===== src/laib_pkg.sv =====
// Package for the AND-immediate and conditional-branch execute block.
// Assumes a 32-bit core with 32 general-purpose registers and byte addressed PC.
package laib_pkg;

   // ----------------------------------------------------------------
   // Instruction word fields
   // ----------------------------------------------------------------
   localparam int REGA_MSB = 31;
   localparam int REGA_LSB = 27;
   localparam int REGB_MSB = 26;
   localparam int REGB_LSB = 22;
   localparam int IMM_MSB  = 21;
   localparam int IMM_LSB  = 6;
   localparam int OPC_MSB  = 5;
   localparam int OPC_LSB  = 0;

   // ----------------------------------------------------------------
   // Opcodes
   // ----------------------------------------------------------------
   localparam logic [5:0] OPC_ANDHI = 6'h2C;
   localparam logic [5:0] OPC_ANDI  = 6'h0C;
   localparam logic [5:0] OPC_BEQ   = 6'h26;
   localparam logic [5:0] OPC_BNE   = 6'h1E;
   localparam logic [5:0] OPC_BGE   = 6'h0E;
   localparam logic [5:0] OPC_BGEU  = 6'h2E;
   localparam logic [5:0] OPC_BLT   = 6'h16;
   localparam logic [5:0] OPC_BLTU  = 6'h36;

   // ----------------------------------------------------------------
   // Constants and reset values
   // ----------------------------------------------------------------
   localparam logic [31:0] PC_STEP     = 32'h0000_0004;
   localparam logic [15:0] HALF_ZERO   = 16'h0000;
   localparam logic [31:0] WORD_RST    = 32'h0000_0000;
   localparam logic [4:0]  IDX_RST     = 5'h00;

   // Kind of instruction decoded
   typedef enum logic [2:0] {
      LAIB_K_NONE   = 3'b001,
      LAIB_K_LOGIC  = 3'b010,
      LAIB_K_BRANCH = 3'b100
   } laib_kind_e;

endpackage

===== src/laib_branch_cond.sv =====
// Branch condition unit: compares two register words per branch opcode.
// Assumes the opcode is one of the six conditional branches, else no take.
`timescale 1ns/1ps
`default_nettype none
module laib_branch_cond (
   input  wire logic [5:0]  opcode,
   input  wire logic [31:0] src_a,
   input  wire logic [31:0] src_b,
   output logic             is_branch,
   output logic             take
);
   logic eq;
   logic lt_s;
   logic lt_u;

   assign eq   = (src_a == src_b);
   assign lt_s = ($signed(src_a) < $signed(src_b));
   assign lt_u = (src_a < src_b);

   always_comb begin
      is_branch = 1'b1;
      take      = 1'b0;
      case (opcode)
         laib_pkg::OPC_BEQ:  take = eq;
         laib_pkg::OPC_BNE:  take = !eq;
         laib_pkg::OPC_BGE:  take = !lt_s;
         laib_pkg::OPC_BGEU: take = !lt_u;
         laib_pkg::OPC_BLT:  take = lt_s;
         laib_pkg::OPC_BLTU: take = lt_u;
         default:            is_branch = 1'b0;
      endcase
   end
endmodule
`default_nettype wire


===== src/laib_exec.sv =====
// Execute stage slice for AND-immediate and conditional branches.
// Assumes the register file supplies operand values for the decoded indices
// in the same cycle, and that the PC logic loads next_pc when pc_load pulses.
`timescale 1ns/1ps
`default_nettype none
module laib_exec (
   input  wire logic        clk_sys,
   input  wire logic        rst_n,
   input  wire logic        instr_valid,
   input  wire logic [31:0] instr_word,
   input  wire logic [31:0] instr_pc,
   input  wire logic [31:0] source_register_a_val,
   input  wire logic [31:0] source_or_dest_register_b_val,
   output logic [4:0]       source_register_a_idx,
   output logic [4:0]       source_or_dest_register_b_idx,
   output logic             instr_handled,
   output logic             reg_wr_en,
   output logic [4:0]       reg_wr_idx,
   output logic [31:0]      reg_wr_data,
   output logic             pc_load,
   output logic [31:0]      next_pc,
   output logic             branch_taken
);

   // ----------------------------------------------------------------
   // State
   // ----------------------------------------------------------------
   typedef struct packed {
      laib_pkg::laib_kind_e kind;
      logic                 wr_en;
      logic [4:0]           wr_idx;
      logic [31:0]          wr_data;
      logic                 pc_ld;
      logic [31:0]          pc_next;
      logic                 taken;
   } laib_state_s;

   laib_state_s st_r;
   laib_state_s st_nxt;

   // ----------------------------------------------------------------
   // Decode
   // ----------------------------------------------------------------
   logic [5:0]  opcode;
   logic [15:0] sixteen_bit_immediate;
   logic [31:0] imm_sext;
   logic [31:0] pc_seq;
   logic [31:0] pc_target;
   logic        is_branch;
   logic        take;

   assign source_register_a_idx         = instr_word[laib_pkg::REGA_MSB:laib_pkg::REGA_LSB];
   assign source_or_dest_register_b_idx = instr_word[laib_pkg::REGB_MSB:laib_pkg::REGB_LSB];
   assign sixteen_bit_immediate         = instr_word[laib_pkg::IMM_MSB:laib_pkg::IMM_LSB];
   assign opcode                        = instr_word[laib_pkg::OPC_MSB:laib_pkg::OPC_LSB];

   assign imm_sext  = {{16{sixteen_bit_immediate[15]}}, sixteen_bit_immediate};
   assign pc_seq    = instr_pc + laib_pkg::PC_STEP;
   assign pc_target = pc_seq + imm_sext;

   laib_branch_cond u_cond (
      .opcode    (opcode),
      .src_a     (source_register_a_val),
      .src_b     (source_or_dest_register_b_val),
      .is_branch (is_branch),
      .take      (take)
   );

   // ----------------------------------------------------------------
   // Next state
   // ----------------------------------------------------------------
   always_comb begin
      st_nxt         = st_r;
      st_nxt.kind    = laib_pkg::LAIB_K_NONE;
      st_nxt.wr_en   = 1'b0;
      st_nxt.pc_ld   = 1'b0;
      st_nxt.taken   = 1'b0;
      if (instr_valid) begin
         case (opcode)
            laib_pkg::OPC_ANDHI: begin
               st_nxt.kind    = laib_pkg::LAIB_K_LOGIC;
               st_nxt.wr_en   = 1'b1;
               st_nxt.wr_idx  = source_or_dest_register_b_idx;
               st_nxt.wr_data = source_register_a_val & {sixteen_bit_immediate, laib_pkg::HALF_ZERO};
            end
            laib_pkg::OPC_ANDI: begin
               st_nxt.kind    = laib_pkg::LAIB_K_LOGIC;
               st_nxt.wr_en   = 1'b1;
               st_nxt.wr_idx  = source_or_dest_register_b_idx;
               st_nxt.wr_data = source_register_a_val & {laib_pkg::HALF_ZERO, sixteen_bit_immediate};
            end
            default: begin
               if (is_branch) begin
                  st_nxt.kind    = laib_pkg::LAIB_K_BRANCH;
                  st_nxt.pc_ld   = 1'b1;
                  st_nxt.taken   = take;
                  st_nxt.pc_next = take ? pc_target : pc_seq;
               end
            end
         endcase
      end
   end

   always_ff @(posedge clk_sys or negedge rst_n) begin
      if (!rst_n) begin
         st_r.kind    <= laib_pkg::LAIB_K_NONE;
         st_r.wr_en   <= 1'b0;
         st_r.wr_idx  <= laib_pkg::IDX_RST;
         st_r.wr_data <= laib_pkg::WORD_RST;
         st_r.pc_ld   <= 1'b0;
         st_r.pc_next <= laib_pkg::WORD_RST;
         st_r.taken   <= 1'b0;
      end else begin
         st_r <= st_nxt;
      end
   end

   // ----------------------------------------------------------------
   // Outputs
   // ----------------------------------------------------------------
   assign instr_handled = (st_r.kind != laib_pkg::LAIB_K_NONE);
   assign reg_wr_en     = st_r.wr_en;
   assign reg_wr_idx    = st_r.wr_idx;
   assign reg_wr_data   = st_r.wr_data;
   assign pc_load       = st_r.pc_ld;
   assign next_pc       = st_r.pc_next;
   assign branch_taken  = st_r.taken;

endmodule
`default_nettype wire


===== config.mk =====
export PLATFORM = sky130hd
export DESIGN_NAME = laib_exec
export DESIGN_NICKNAME = d
export VERILOG_FILES = /design/src/laib_pkg.sv /design/src/laib_branch_cond.sv /design/src/laib_exec.sv
export SDC_FILE = /design/constraint.sdc
export NUM_CORES = 1
export LEC_CHECK = 0
export ABC_AREA = 1
export BUFFER_PORTS_ARGS = -buffer_cell sky130_fd_sc_hd__buf_2
export CAP_MARGIN = 15
export CORE_MARGIN = 1.5
export CORE_UTILIZATION = 59
export CTS_CLUSTER_DIAMETER = 40
export DETAILED_ROUTE_END_ITERATION = 8
export PLACE_DENSITY = 0.89
export SLEW_MARGIN = 20
export SYNTH_ARGS = -nofsm -noshare
export SYNTH_HDL_FRONTEND = slang
export SYNTH_SLANG_ARGS = --single-unit

===== constraint.sdc =====
create_clock -name clk_sys -period 1.9 [get_ports clk_sys]
set_input_delay 0.285 -clock clk_sys [delete_from_list [all_inputs] [get_ports clk_sys]]
set_output_delay 0.285 -clock clk_sys [all_outputs]
set_load 0.01 [all_outputs]

==> results.py, run 1 <==
metrics = {
    "synth": {
        "synthCells": 1177,
        "yosys.cell_types.count": 41,
        "synth_top_flop_cell": "dfrtp_1",
        "synth_top_area_share": 0.2346,
        "netlist_area_um2": 7680,
        "synth_enable_flop_cells": 0,
        "yosys-top-cells-area": "dfrtp_1 23%, nand2_1 17%, ha_1 10%",
        "yosysSeqAreaShare": 0.2380,
        "yosys.area.top_type": "dfrtp_1",
        "synth-seq-cells": 73,
        "synth_nets": 1373,
        "yosys_warnings": 0,
        "synthTopCellsByCount": "343 x nand2_1, 147 x inv_1, 96 x nand3_1, 80 x buf_4, 78 x nor2_1",
        "yosysMostFrequentCell": "nand2_1",
        "syn_avg_cell_area_um2": 6.525,
        "synthArstFlopShare": 1.000,
    },
    "outcome": {
        "error_line": "[ERROR DPL-0033] detailed placement checks failed during check placement.",
        "status": "stopped before the end",
        "haltStage": "4_1_cts",
    },
    "clock_tree": {
        "clock-root-buffer": "clkbuf_16",
        "cts_sinks": 73,
        "clockBufferDepth": 2,
        "postCtsHoldBufs": 1,
        "cts_resized": 301,
        "post_cts.repair.setup_buffers": 51,
        "cts_buffers": 9,
        "htree_levels": 3,
    },
    "placed_design": {
        "gp_congestion": 1.075,
        "place_area_um2": 10240,
        "io_buffers": 203,
        "dp_hpwl_um": 22600,
    },
    "floorplanning": {
        "rows": 41,
        "ioPinCount": 214,
        "die_h_um": 117.1,
        "initial_core_util": 0.6061,
        "die-width_um": 117.1,
    },
}
==> stage by stage <==
step	hold slack [ps]	worst slack, ps	utilization	TNS (ps)	instances
after floorplan	-10.59	-769.1	-	-12450	1177
after global placement	328.7	-1165	0.8078	-27670	1653
after detailed placement	337.0	-1314	0.8078	-31260	1653
==> cell families after synthesis <==
kind of cell    count (synthesis)  synth area share
xor+xnor                       41           0.04676
flops                          73            0.2380
buf+inv                       267            0.1733
compound gates                127           0.09156
fa+ha+maj                      65            0.1069
simple gates                  604            0.3434
==> run 2, diff against run 1 <==
- CORE_UTILIZATION: 59 -> 40
- CTS_CLUSTER_DIAMETER: 40 -> default
- PLACE_DENSITY: 0.89 -> default
- PLACE_DENSITY_LB_ADDON: default -> 0.15
==> run 2 against run 1 <==
  * The flow now finishes, with violations (negative setup slack)
  * Synthesized area unchanged
  * Synthesized cell count unchanged
==> results.py, run 2 <==
metrics = {
    "setup_path": {
        "worstPathArrival_ps": 3020,
        "crit_top_cell": "nand2_2",
        "worstSetupPathType": "input port to flop",
        "timing.critical_path.buf_inv": 7,
        "cp_top_family": "simple AND/OR/NAND/NOR gates",
        "crit_fanout": 4,
        "required_ps": 2130,
        "crit_slowest_cell": "ha_4",
        "worstSetupStartpointType": "input port",
        "crit_chain": "buf_8 -> ha_4 -> nand3_4 -> inv_4 -> nand2_2 -> nor2_2 -> inv_1 -> nor3_2 -> buf_4 -> xnor2_4 -> inv_2 -> ha_4 -> nand2_8 -> nor2_4 -> inv_4 -> nor3_4 -> nand2_1 -> nand2_2 -> buf_6 -> xor2_1 -> nand2_1 -> nand3_2 -> nand2_2",
        "cp-end-kind": "flop",
        "worst_path_largest_cell_delay_ps": 350,
    },
    "synth": {
        "synth_top_area_share": 0.2346,
        "yosysMostFrequentCell": "nand2_1",
        "synth-seq-cells": 73,
        "synthTopCellsByCount": "343 x nand2_1, 147 x inv_1, 96 x nand3_1, 80 x buf_4, 78 x nor2_1",
        "yosysSeqAreaShare": 0.2380,
        "synthArstFlopShare": 1.000,
        "synth_nets": 1373,
        "syn_avg_cell_area_um2": 6.525,
        "synthCells": 1177,
        "yosys.cell_types.count": 41,
        "netlist_area_um2": 7680,
        "yosys.area.top_type": "dfrtp_1",
        "yosys_warnings": 0,
        "yosys-top-cells-area": "dfrtp_1 23%, nand2_1 17%, ha_1 10%",
        "synth_top_flop_cell": "dfrtp_1",
        "synth_enable_flop_cells": 0,
    },
    "drt": {
        "viasPerCell": 5.285,
        "drt_wl_total_um": 32520,
        "drt_first_pass_iters": 7,
        "drc": 0,
        "drt_iter0_drc": 811,
        "vias": 9561,
        "ant_nets": 0,
        "wl_per_cell_um": 17.98,
    },
    "floorplanning": {
        "die-width_um": 141.6,
        "rows": 50,
        "die_h_um": 141.6,
        "ioPinCount": 214,
        "core_area_um2": 18770,
        "fp.dieArea_um2": 20040,
        "initial_core_util": 0.4092,
    },
    "grt": {
        "grt_pass1_wl_um": 46340,
        "grt_max_degree": 55,
        "antenna_found_initial": 0,
        "grtUsageTotal": 0.2967,
        "grt_pass1_vias": 8968,
        "grt.overflow.total": 0,
    },
    "timing": {
        "worstMarginPinSlew_ps": 547.4,
        "fmax_ghz": 0.3591,
        "fin_crit_sh": 1.466,
        "setup_viol": 33,
        "slew_viol_final": 0,
        "hold_viol_final": 0,
        "post-route-min-period_ps": 2785,
        "rsz0062_at_grt": "yes",
        "fin_skew_ps": 0,
        "tns_ps": -15070,
        "max-slew-margin-rel": 0.6351,
        "setup_ws_ps": -885.1,
    },
    "finish": {
        "fin_util": 0.7247,
        "final_common_cell": "nand2_1",
        "antenna_cells": 0,
        "final_nets": 1766,
        "area_growth_syn_to_layout_pct": 77.11,
        "layout-drive-gt1-share": 0.5644,
        "mostFrequentLayoutCells": "258 x nand2_1, 239 x buf_4, 177 x buf_2",
    },
    "worst_hold_path": {
        "holdCritPathClass": "input port to flop",
    },
    "clock_tree": {
        "htree_levels": 3,
        "tritoncts": "built",
        "cts_sinks": 73,
        "path_clk_slew_ps": 60,
        "clock-root-buffer": "clkbuf_16",
        "cts_buffers": 9,
        "clockBufferDepth": 2,
        "clock_latency_ps": 340,
    },
    "placed_design": {
        "gp_congestion": 0.9422,
        "dp_hpwl_um": 21370,
        "io_buffers": 203,
    },
    "power_and_ir_drop": {
        "vdd_drop_max_uv": 416.3,
        "powerDensity_nw_per_um2": 523.1,
        "leakage_nw": 6.774,
    },
    "outcome": {
        "violations": "negative setup slack",
        "status": "finished with violations",
    },
    "job": {
        "maxCapViolations": 0,
    },
}
-- run 2: logic make-up (layout without fill, tap and decap cells) --
| kind of cell | Yosys count | count (layout) | share of synthesized area |
|---|---|---|---|
| AND/OR/NAND/NOR | 604 | 604 | 0.3434 |
| buffers and inverters | 267 | 665 | 0.1733 |
| AO/OA/AOI/OAI | 127 | 127 | 0.09156 |
| flip-flops | 73 | 73 | 0.2380 |
| adder cells (fa/ha/maj) | 65 | 65 | 0.1069 |
| XOR/XNOR | 41 | 41 | 0.04676 |
-- run 2: timing repair --
item | 4_1_cts | 5_1_grt
pin swaps | 162 | 115
setup endpoints to repair | 32 | 33
endpoints found under the hold margin | 37 | 0
buffers inserted | 32 | 21
hold buffers | 1 | 0
gates cloned | 8 | 3
gates resized for setup | 321 | 164
-- run 2: layout make-up --
| type | instances | area, um2 |
|---|---|---|
| Fill cell | 1422 | 5166 |
| Inverter | 161 | 633.1 |
| Sequential cell | 73 | 1828 |
| Tap cell | 234 | 292.8 |
| Timing Repair Buffer | 488 | 3842 |
| Clock inverter | 5 | 61.31 |
| Multi-Input combinational cell | 837 | 6691 |
| Clock buffer | 11 | 252.7 |
-- run 2: power by group --
part,switching (W),internal [W],leakage [nW],total [W]
Combinational,0.00179,0.00163,5.66,0.00342
Clock,0.000727,0.00109,0.144,0.00182
Sequential,0.000118,0.00176,0.968,0.00188
Total,0.00263,0.00448,6.77,0.00711
-- run 2: final timing paths --
path                                                  start                           to  slack [ps]  cells past startpoint
worst min register to register      next_pc[10]$_DFFE_PN0P_      next_pc[10]$_DFFE_PN0P_         470                      2
worst max-delay path                            instr_pc[2]      next_pc[15]$_DFFE_PN0P_        -890                     23
min in group asynchronous                             rst_n  reg_wr_data[19]$_DFFE_PN0P_         460                      2
worst max register to register  reg_wr_data[25]$_DFFE_PN0P_  reg_wr_data[25]$_DFFE_PN0P_        1190                      2
worst min-delay path                         instr_word[24]    reg_wr_idx[2]$_DFFE_PN0P_         150                      3
max in group asynchronous                             rst_n      next_pc[19]$_DFFE_PN0P_         820                      3
-- run 2: layer usage --
layer,track usage,vias to the layer above,part of all wire
li1,-,4510,-
met2,0.4829,452,0.46
met5,0,-,0
met4,0.08844,0,0.034
met1,0.4087,4506,0.43
met3,0.04185,93,0.076
-- run 2: through the flow --
| step | hold WS (ps) | worst slack [ps] | instance area, um2 | power (W) | instances |
|---|---|---|---|---|---|
| 2_1_floorplan | -10.59 | -769.1 | 8066 | 0.003423 | 1177 |
| 3_3_place_gp | 300.0 | -1339 | 10490 | 0.004305 | 1733 |
| 3_5_place_dp | 304.3 | -1330 | 10490 | 0.004333 | 1733 |
| 4_1_cts | 139.5 | -620.7 | 12650 | 0.006666 | 1789 |
| 5_1_grt | 164.0 | -980.5 | 13600 | 0.007441 | 1809 |
| 6_report | 146.4 | -885.1 | 13600 | 0.007114 | 1809 |
-- run 2: worst reg2reg max path, delay by kind of cell, from the launching register on --
kind / cells / cell delay (ps)
simple gates: 1 / 80
flops: 1 / 400
compound gates: 1 / 90
Note: power is estimated with default switching activity, not from simulation.
